==> config.mk <==
export PLATFORM = sky130hd
export DESIGN_NAME = breaker_close_trip_supervision
export DESIGN_NICKNAME = d
export VERILOG_FILES = /design/src/bcts_pkg.sv /design/src/cycle_timer.sv /design/src/breaker_close_trip_supervision.sv
export VERILOG_INCLUDE_DIRS = /design/src
export SDC_FILE = /design/constraint.sdc
export NUM_CORES = 1
export LEC_CHECK = 0
export BUFFER_PORTS_ARGS = -buffer_cell sky130_fd_sc_hd__buf_2
export CORE_MARGIN = 2
export CORE_UTILIZATION = 55
export DETAILED_ROUTE_END_ITERATION = 12
export PLACE_DENSITY = 0.82
export SYNTH_ARGS = -nofsm -noshare
export SYNTH_HDL_FRONTEND = slang
export SYNTH_SLANG_ARGS = --single-unit
==> constraint.sdc <==
create_clock -name i_ref_clk -period 3.2 [get_ports i_ref_clk]
set_input_delay 0.16 -clock i_ref_clk [delete_from_list [all_inputs] [get_ports i_ref_clk]]
set_output_delay 0.16 -clock i_ref_clk [all_outputs]
set_load 0.005 [all_outputs]
==> src/bcts_map.svh <==
`ifndef BCTS_MAP_SVH
`define BCTS_MAP_SVH

// Reference clock and power-system frequency
`define REF_CLK_HZ 10000000
`define SYS_FREQ_HZ 60
`define CYC_CLKS_DEFAULT (`REF_CLK_HZ / `SYS_FREQ_HZ)
`define PRESC_W 18

// Cycle timers
`define TMR_W 12
`define CF_PULSE_CYC 12'h03c
`define TF_DROP_CYC 12'h03c
`define TMR_ZERO 12'h000
`define TMR_ONE 12'h001

// Protection elements
`define ELEM_N 8
`define ELEM_NONE 8'h00

`endif

==> src/bcts_pkg.sv <==
package bcts_pkg;
`include "bcts_map.svh"

	typedef logic [`TMR_W-1:0] cyc_count_t;
	typedef logic [`ELEM_N-1:0] elem_vec_t;
	typedef logic [`PRESC_W-1:0] presc_t;

	typedef enum logic [2:0] {
		SEL_NONE,
		SEL_CLOSE_FAIL,
		SEL_TRIP_FAIL,
		SEL_CLOSE,
		SEL_TRIP,
		SEL_BRK_CLOSED
	} out_sel_t;

endpackage : bcts_pkg

==> src/cycle_timer.sv <==
`timescale 1ns/10ps
`include "bcts_map.svh"
module cycle_timer
	import bcts_pkg::*;
(
	input wire logic i_ref_clk,
	input wire logic i_reset,
	input wire logic i_run,
	input wire logic i_tick,
	input wire cyc_count_t i_limit,
	output logic o_hit,
	output logic o_reached
);
	cyc_count_t count_ff;
	cyc_count_t nxt_count;

	// Saturates so a long run never wraps back below the limit
	always_comb
	begin
		nxt_count = count_ff;
		if (i_tick && count_ff != {`TMR_W{1'b1}})
			nxt_count = count_ff + `TMR_ONE;
	end

	always_ff @(posedge i_ref_clk)
	begin
		if (i_reset || !i_run)
			count_ff <= `TMR_ZERO;
		else
			count_ff <= nxt_count;
	end

	// Fires once, on the tick at which the count first meets a nonzero limit; a zero limit never fires
	assign o_hit = i_run && i_tick && (count_ff < i_limit) && (nxt_count >= i_limit);
	assign o_reached = i_run && (count_ff >= i_limit);
endmodule : cycle_timer

==> src/breaker_close_trip_supervision.sv <==
// Function
// - Close failure timer starts with close output
// - Close held until timer expiry or breaker closed
// - Close failure delay is configurable in cycles
// - Expiry raises close fail flag for 60 cycles
// - Close output drops when flag rises
// - Close from command or direct-close input
// - Aux input de-energized means breaker open
// - Programmable output follows a selected status bit
// - Trip when any equation element asserts
// - Trip immediately on element pickup
// - Trip failure timer starts with trip output
// - Trip held for minimum duration and requests
// - Release also needs pickups dropped or reset
// - Trip failure timer expiry raises trip fail flag
// - Trip fail flag clears 60 cycles after current
// - Not-applicable setting contributes no terms
`timescale 1ns/10ps
`include "bcts_map.svh"
module breaker_close_trip_supervision
	import bcts_pkg::*;
#(
	parameter int CYC_CLKS = `CYC_CLKS_DEFAULT
)
(
	input wire logic i_ref_clk,
	input wire logic i_reset,
	input wire logic i_close_cmd,
	input wire logic i_direct_close_input,
	input wire logic i_breaker_aux_closed_input,
	input wire cyc_count_t i_close_fail_delay,
	input wire cyc_count_t i_trip_fail_delay,
	input wire cyc_count_t i_trip_min_duration,
	input wire elem_vec_t i_element_pickups,
	input wire elem_vec_t i_trip_request_equation,
	input wire elem_vec_t i_internal_torque_control,
	input wire elem_vec_t i_external_torque_control,
	input wire logic i_internal_torque_permit,
	input wire logic i_external_torque_permit,
	input wire logic i_target_reset,
	input wire out_sel_t i_output_select_four,
	output logic o_close,
	output logic o_trip,
	output logic o_close_fail_flag,
	output logic o_trip_fail_flag,
	output logic o_breaker_closed,
	output logic o_programmable_output_four
);
	presc_t presc_ff;
	logic tick_ff;
	logic close_ff;
	logic trip_ff;
	logic cf_ff;
	logic tf_ff;
	logic brk_closed_ff;
	logic prog4_ff;
	logic prog4_sel;
	elem_vec_t elem_active;
	logic trip_req;
	logic pickups_clear;
	logic close_start;
	logic trip_release;
	logic cft_hit;
	logic cf_end_hit;
	logic tft_hit;
	logic tf_drop_hit;
	logic trip_min_duration_reached;

	// One tick per power-system cycle drives every timer
	always_ff @(posedge i_ref_clk)
	begin
		if (i_reset)
		begin
			presc_ff <= '0;
			tick_ff <= 1'b0;
		end
		else if (presc_ff == presc_t'(CYC_CLKS - 1))
		begin
			presc_ff <= '0;
			tick_ff <= 1'b1;
		end
		else
		begin
			presc_ff <= presc_ff + presc_t'(1);
			tick_ff <= 1'b0;
		end
	end

	// A torque-controlled element counts only while its permit is on.
	// An empty mask leaves the element free, so a blank entry adds no terms.
	always_comb
	begin
		elem_active = i_element_pickups;
		elem_active = elem_active & (~i_internal_torque_control |
			{`ELEM_N{i_internal_torque_permit}});
		elem_active = elem_active & (~i_external_torque_control |
			{`ELEM_N{i_external_torque_permit}});
	end

	assign trip_req = |(elem_active & i_trip_request_equation);
	assign pickups_clear = (i_element_pickups == `ELEM_NONE);

	// A close is not started onto an already closed breaker
	assign close_start = (i_close_cmd || i_direct_close_input) &&
		!i_breaker_aux_closed_input && !cf_ff;

	assign trip_release = trip_min_duration_reached && !trip_req &&
		(pickups_clear || i_target_reset);

	always_ff @(posedge i_ref_clk)
	begin
		if (i_reset)
			brk_closed_ff <= 1'b0;
		else
			brk_closed_ff <= i_breaker_aux_closed_input;
	end

	always_ff @(posedge i_ref_clk)
	begin
		if (i_reset)
			close_ff <= 1'b0;
		else if (close_ff && (cft_hit || i_breaker_aux_closed_input))
			close_ff <= 1'b0;
		else if (close_start)
			close_ff <= 1'b1;
	end

	cycle_timer u_close_fail_timer (
		.i_ref_clk(i_ref_clk),
		.i_reset(i_reset),
		.i_run(close_ff),
		.i_tick(tick_ff),
		.i_limit(i_close_fail_delay),
		.o_hit(cft_hit),
		.o_reached()
	);

	// Flag rises on the same edge the close output falls
	always_ff @(posedge i_ref_clk)
	begin
		if (i_reset)
			cf_ff <= 1'b0;
		else if (cft_hit)
			cf_ff <= 1'b1;
		else if (cf_end_hit)
			cf_ff <= 1'b0;
	end

	cycle_timer u_close_fail_pulse (
		.i_ref_clk(i_ref_clk),
		.i_reset(i_reset),
		.i_run(cf_ff),
		.i_tick(tick_ff),
		.i_limit(`CF_PULSE_CYC),
		.o_hit(cf_end_hit),
		.o_reached()
	);

	// Latches on the first edge a request is seen; no extra qualification
	always_ff @(posedge i_ref_clk)
	begin
		if (i_reset)
			trip_ff <= 1'b0;
		else if (trip_req)
			trip_ff <= 1'b1;
		else if (trip_ff && trip_release)
			trip_ff <= 1'b0;
	end

	cycle_timer u_trip_duration (
		.i_ref_clk(i_ref_clk),
		.i_reset(i_reset),
		.i_run(trip_ff),
		.i_tick(tick_ff),
		.i_limit(i_trip_min_duration),
		.o_hit(),
		.o_reached(trip_min_duration_reached)
	);

	cycle_timer u_trip_fail_timer (
		.i_ref_clk(i_ref_clk),
		.i_reset(i_reset),
		.i_run(trip_ff),
		.i_tick(tick_ff),
		.i_limit(i_trip_fail_delay),
		.o_hit(tft_hit),
		.o_reached()
	);

	// Set wins over the dropout so a fresh expiry is never lost
	always_ff @(posedge i_ref_clk)
	begin
		if (i_reset)
			tf_ff <= 1'b0;
		else if (tft_hit)
			tf_ff <= 1'b1;
		else if (tf_drop_hit)
			tf_ff <= 1'b0;
	end

	// Current is taken as gone once every pickup has dropped out;
	// a pickup that returns restarts the dropout count
	cycle_timer u_trip_fail_drop (
		.i_ref_clk(i_ref_clk),
		.i_reset(i_reset),
		.i_run(tf_ff && pickups_clear),
		.i_tick(tick_ff),
		.i_limit(`TF_DROP_CYC),
		.o_hit(tf_drop_hit),
		.o_reached()
	);

	always_comb
	begin
		case (i_output_select_four)
			SEL_NONE: prog4_sel = 1'b0;
			SEL_CLOSE_FAIL: prog4_sel = cf_ff;
			SEL_TRIP_FAIL: prog4_sel = tf_ff;
			SEL_CLOSE: prog4_sel = close_ff;
			SEL_TRIP: prog4_sel = trip_ff;
			SEL_BRK_CLOSED: prog4_sel = brk_closed_ff;
			default: prog4_sel = 1'b0;
		endcase
	end

	// Output lags its source by one clock so it comes from a flop
	always_ff @(posedge i_ref_clk)
	begin
		if (i_reset)
			prog4_ff <= 1'b0;
		else
			prog4_ff <= prog4_sel;
	end

	assign o_close = close_ff;
	assign o_trip = trip_ff;
	assign o_close_fail_flag = cf_ff;
	assign o_trip_fail_flag = tf_ff;
	assign o_breaker_closed = brk_closed_ff;
	assign o_programmable_output_four = prog4_ff;
endmodule : breaker_close_trip_supervision

## Word-level counts from Yosys, hierarchy flattened

Cells that the tools add are included.

- Bits in registers: 85
- Bits in latches: 0
- Memory bits (writable): 0
- Bits in read-only memories: 0
- Bits of input ports: 79
- Output and inout bits: 6
- Logic and storage cells: 103
- Memories kept: 0

- $add $sub $neg: 6
- Multiply operators: 0
- Div/mod/pow operators: 0
- $lt $le $gt $ge: 9
- Equality and inequality tests: 11
- Shift operators: 0
- Muxes and demuxes: 12
- Bitwise operators: 7
- Reductions and logical operators: 45

Operators with widths:

| cell | count |
|---|---|
| adder 12 x 1 -> 12 bit (second input constant) | 5 |
| inequality test 12 bit (second input constant) | 5 |
| two-way mux 12 bit | 4 |
| >= comparator 12 bit | 3 |
| logical AND 1 bit | 25 |
| bitwise AND 8 bit | 3 |
| >= comparator 12 x 6 -> 1 bit (second input constant) | 2 |
| less-than comparator 12 bit | 2 |
| less-than comparator 12 x 6 -> 1 bit (second input constant) | 2 |
| adder 18 x 1 -> 18 bit (second input constant) | 1 |
| == test 18 bit (second input constant) | 1 |
| NOT 8 bit | 2 |
| OR 8 bit | 2 |
| zero test 8 bit | 1 |
| OR reduction 8 bit | 1 |
| logical OR 1 bit | 7 |
| two-way mux 1 bit | 7 |
| == test 3 x 2 -> 1 bit (second input constant) | 2 |
| == test 3 bit (second input constant) | 2 |
| zero test 1 bit | 6 |
| nonzero test 2 bit | 3 |
| one-hot mux 1 bit (5 select lines) | 1 |
| OR reduction 2 bit | 2 |
| == test 3 x 1 -> 1 bit (second input constant) | 1 |

## Logic depth before layout (Yosys ltp)

- Depth in word-level cells: 12
- Gate-level depth with buffers: 13
- Depth with buffers taken out: 12

## By module

From an unflattened synthesis, not the netlist that was laid out.

- Cell total of the unflattened synthesis: 881
- Area total of the unflattened synthesis: 7410.9 µm²

Modules (own cells, without submodules):

| module | times used | cells an instance | area each (µm²) | seq. area each (µm²) |
|---|---|---|---|---|
| cycle_timer (u_close_fail_pulse ...) | 4 | 146 | 1214.9 | 240.2 |
| breaker_close_trip_supervision | 1 | 156 | 1315.0 | 500.5 |
| cycle_timer (u_close_fail_timer) | 1 | 141 | 1236.2 | 240.2 |

## Least setup slack after synthesis

No wires, ideal clock.

- Path type: register to register
- Start point: register u_close_fail_timer.count_ff[2]
- End point: register close_ff, in the netlist o_close
- Setup time: 103 ps
- Data arrival time: 2851 ps
- Required time: 3097 ps
- Setup slack: 246 ps
- Stages on the path, launching flop included: 12
- Path buffers: 1
- Period minus slack after synthesis: 2954 ps
- Cell sequence: dfxtp_1 and4_1 and4_1 buf_2 nand3_1 nand2_1 mux2_2 ha_1 a2111oi_2 a2111oi_0 or4_4 a2111oi_2

- Longest elaborated chain between the ends: 8
- Elaborated cells between the ends (all ways): 11
- Those cells by class: add/sub (1); order compare (2); eq/ne (1); mux (1); reduce/logical (6)

Ends and longest elaborated chain:

| what | RTL line | RTL |
|---|---|---|
| from (decl) | cycle_timer.sv:14 | `cyc_count_t count_ff;` |
| from (signal assigned) | cycle_timer.sv:28 | `` count_ff <= `TMR_ZERO; `` |
| from (signal assigned) | cycle_timer.sv:30 | `count_ff <= nxt_count;` |
| inequality test 12 bit | cycle_timer.sv:21 | `` if (i_tick && count_ff != {`TMR_W{1'b1}}) `` |
| logical AND 1 bit | cycle_timer.sv:21 |  |
| two-way mux 12 bit | cycle_timer.sv:21 |  |
| net u_close_fail_timer.nxt_count[1] | cycle_timer.sv:15 | `cyc_count_t nxt_count;` |
| >= comparator 12 bit | cycle_timer.sv:34 | `assign o_hit = i_run && i_tick && (count_ff < i_limit) && (nxt_count >= i_limit);` |
| logical AND 1 bit | cycle_timer.sv:34 |  |
| logical OR 1 bit | breaker_close_trip_supervision.sv:122 | `else if (close_ff && (cft_hit \|\| i_breaker_aux_closed_input))` |
| logical AND 1 bit | breaker_close_trip_supervision.sv:122 |  |
| OR reduction 2 bit (no line) | n/a |  |
| to (signal assigned) | breaker_close_trip_supervision.sv:121 | `close_ff <= 1'b0;` |
| to (signal assigned) | breaker_close_trip_supervision.sv:123 | `close_ff <= 1'b0;` |
| to (signal assigned) | breaker_close_trip_supervision.sv:125 | `close_ff <= 1'b1;` |
| to (decl) | breaker_close_trip_supervision.sv:51 | `logic close_ff;` |

The timed path passes the listed nets, and every way through them passes these cells.
A chain may end at the register's enable or synchronous reset.

## Worst setup path after layout

- Start point: register u_close_fail_timer.count_ff[5]
- End point: register close_ff, in the netlist o_close

Same word-level chain as after synthesis.

==> summary.md <==
| Metric | Value |
|---|---|
| Area grow syn2layout | `12.9%` |
| CP endpoint kind | `flop` |
| Crit path DAT | `3.36 ns` |
| Post-CTS Setup Bufs | `0` |
| Vias in the first global route | `5170` |
| Synth top area share | `29.7%` |
| CTS tree | `built` |
| Synthesized net count | `828` |
| Tcrit/Tclk final | `96.6%` |
| First-pass GRT wire length | `22900 µm` |
| Compound-gate portion of the synthesized area | `14.1%` |
| Via count | `5251` |
| Cell Area, Synth | `5720 µm²` |
| Final nets | `906` |
| Clock net sink count | `85` |
| Mux cell area share after synthesis | `1.31%` |
| Share of layout cells above drive strength 1 | `16.9%` |
| Crit Path Category | `flop to flop` |
| Most instantiated library cell after synthesis | `dfxtp_1` |
| Outcome | `finished clean` |
| Dpl hpwl | `10600 µm` |
| Clk_skew | `0.0137 ns` |
| R2r worst-path depth | `10` |
| DR WL/cell | `15.1 µm` |
| Root Driver | `clkbuf_8` |
| Final Hold Fails | `0` |
| Drt drc | `0` |
| WL final | `13700 µm` |
| Hold Path Stages | `3` |
| Synth area leader | `dfxtp_1` |
| Grt met3 use | `4.17%` |
| Maximum buffer depth of the clock tree | `2` |
| Die ar. | `11200 µm²` |
| Largest net degree at the start of global routing | `27` |
| Routed vias/inst | `5.82` |
| Pre-CTS setup slack | `0.0802 ns` |
| GRT overflow | `0` |
| Post-route ant nets | `0` |
| Met1 global-route usage | `30.4%` |
| WHS | `0.0291 ns` |
| Post-Synth Adder-Cell Area | `14.4%` |
| Post-Route Utilization | `63.1%` |
| Iteration-0 DRC count of the detailed router | `219` |
| Worst setup margin | `0.108 ns` |
| Initial antenna violation count | `0` |
| Worst skew pair latency | `0.37 ns` |
| Die Ht | `106 µm` |
| Worst-Margin Slew | `0.560 ns` |
| Cell count after synthesis | `684` |
| Startpoint Class | `flop` |
| Overall Power | `2.03 mW` |
| I/O pin count | `85` |
| Setup-failing EPs final | `0` |
| Row count | `37` |
| Synth Register Bits | `85` |
| Pwr Density | `315 nW/µm²` |
| Lkg Pwr | `2.79 nW` |
| Core box area | `10200 µm²` |
| Maxcap violations | `0` |
| Sequential fraction of the synthesis area | `29.7%` |
| Grt peak-use layer | `met2` |
| HP Class | `input pin to flop` |
| Post-Synth Simple-Gate Area | `26.8%` |
| Fmax | `323 MHz` |
| Synth Area per Inst | `8.36 µm²` |
| Ys Warns | `0` |
| Diodes inserted | `0` |
| Worst EP required | `3.46 ns` |
| # H-tree levels | `3` |
| Worst VDD drop | `0.197 mV` |
| Relative slew slack | `62.3%` |
| CTS buffer count | `9` |
| Chip Width | `106 µm` |
| FFs w/ async S/R, synth | `0%` |
| Fin crit period | `3.09 ns` |
| Port Buf Inserts | `84` |
| Gr usage total | `25.0%` |
| DR pass1 iterations | `4` |
| Initial core utilization | `55.9%` |
| Worst-path clk slew | `0.10 ns` |
| Max-slew violation count | `0` |
| Setup total negative slack | `0 ns` |
| Post-synth top cells | `dfxtp_1, nor2_1, ha_1, nand2_1, inv_1` |
| Post-synthesis xor/xnor area fraction | `8.57%` |
| Crit Path Max Fanout | `4` |
| Synth cell types | `64` |
| Largest family of logic cells by synthesized area | `simple AND/OR/NAND/NOR gates` |
| Routability cong. | `0.847` |
| EDFF count, synth | `0` |
| Main synth FF type | `dfxtp_1` |
| Largest cells by area after synthesis | `dfxtp_1, ha_1, nor2_1` |
| Met2 GRT Util | `44.0%` |
-- final timing paths --
check | start | to | slack [ns]
setup / recovery | u_close_fail_timer.count_ff[5] | o_close | 0.11
hold / removal | i_output_select_four[1] | o_programmable_output_four | 0.03
setup reg to reg | u_close_fail_timer.count_ff[5] | o_close | 0.11
hold reg to reg | presc_ff[0] | presc_ff[0] | 0.49
-- flip-flops by register name, indices dropped and copies added (netlist names), 12 cells and up --
name and count:
u_close_fail_pulse.count_ff 12, u_close_fail_timer.count_ff 12, u_trip_duration.count_ff 12, u_trip_fail_drop.count_ff 12, u_trip_fail_timer.count_ff 12, presc_ff 18
-- cell families after synthesis --
family / Yosys count
xor+xnor: 56
buf+inv: 69
flops: 85
compound gates: 111
simple gates: 290
mux: 7
fa+ha+maj: 66
-- timing repair --
item | CTS | global route
resized for setup | 0 | 7
hold buffers | 1 | 0
endpoints found under the setup margin | 0 | 2
endpoints found under the hold margin | 1 | 0
-- metal layers --
layer  part of all wire, %  routed length (µm)  vias up
li1                      -                   -     2615
met4                   1.7                 227        0
met3                   4.0                 544       21
met2                    50                6770      131
met5                     0                   0        -
met1                    45                6120     2484
-- power by group --
| part | internal [mW] | switching [mW] | total, mW | leakage [nW] |
|---|---|---|---|---|
| clock | 0.363 | 0.426 | 0.790 | 0.0918 |
| combinational | 0.0790 | 0.0895 | 0.168 | 2.01 |
| sequential | 1.06 | 0.00995 | 1.07 | 0.687 |
-- metrics by stage --
| stage | cell area, µm² | cells |
|---|---|---|
| 2_1_floorplan | 5720 | 684 |
| 3_3_place_gp | 6230 | 886 |
| 3_5_place_dp | 6230 | 886 |
| 4_1_cts | 6440 | 903 |
| 5_1_grt | 6460 | 903 |
| 6_report | 6460 | 903 |
-- layout by cell type, fill, tap and decap left out, types with 26 or more instances in the layout --
cell	synthesis	layout
nor2_1	82	82
ha_1	65	65
nand4_1	26	26
nand2_1	49	48
a21oi_1	26	26
nand3_1	30	30
dfxtp_1	85	83
buf_2	12	84
xor2_1	33	32
inv_1	45	45
-- critical path: stages (launching register included) --
cell       delay [ns]
dfxtp_1          0.39
and4_4           0.25
and4_4           0.26
nand3_1          0.09
nand2_2          0.13
mux2_2           0.35
ha_1             0.29
a2111oi_2        0.31
a2111oi_0        0.13
or4_4            0.44
a2111oi_2        0.35
-- area by class of cell --
cell class                 count  area, µm²
timing repair buffer          90        468
clock buffer                   9        124
tap                          136        170
inverter                      46        173
fill                         860       3770
sequential                    85       1700
clock inverter                 7       75.1
multi-input combinational    530       3740
Note: power is estimated with default switching activity, not from simulation.
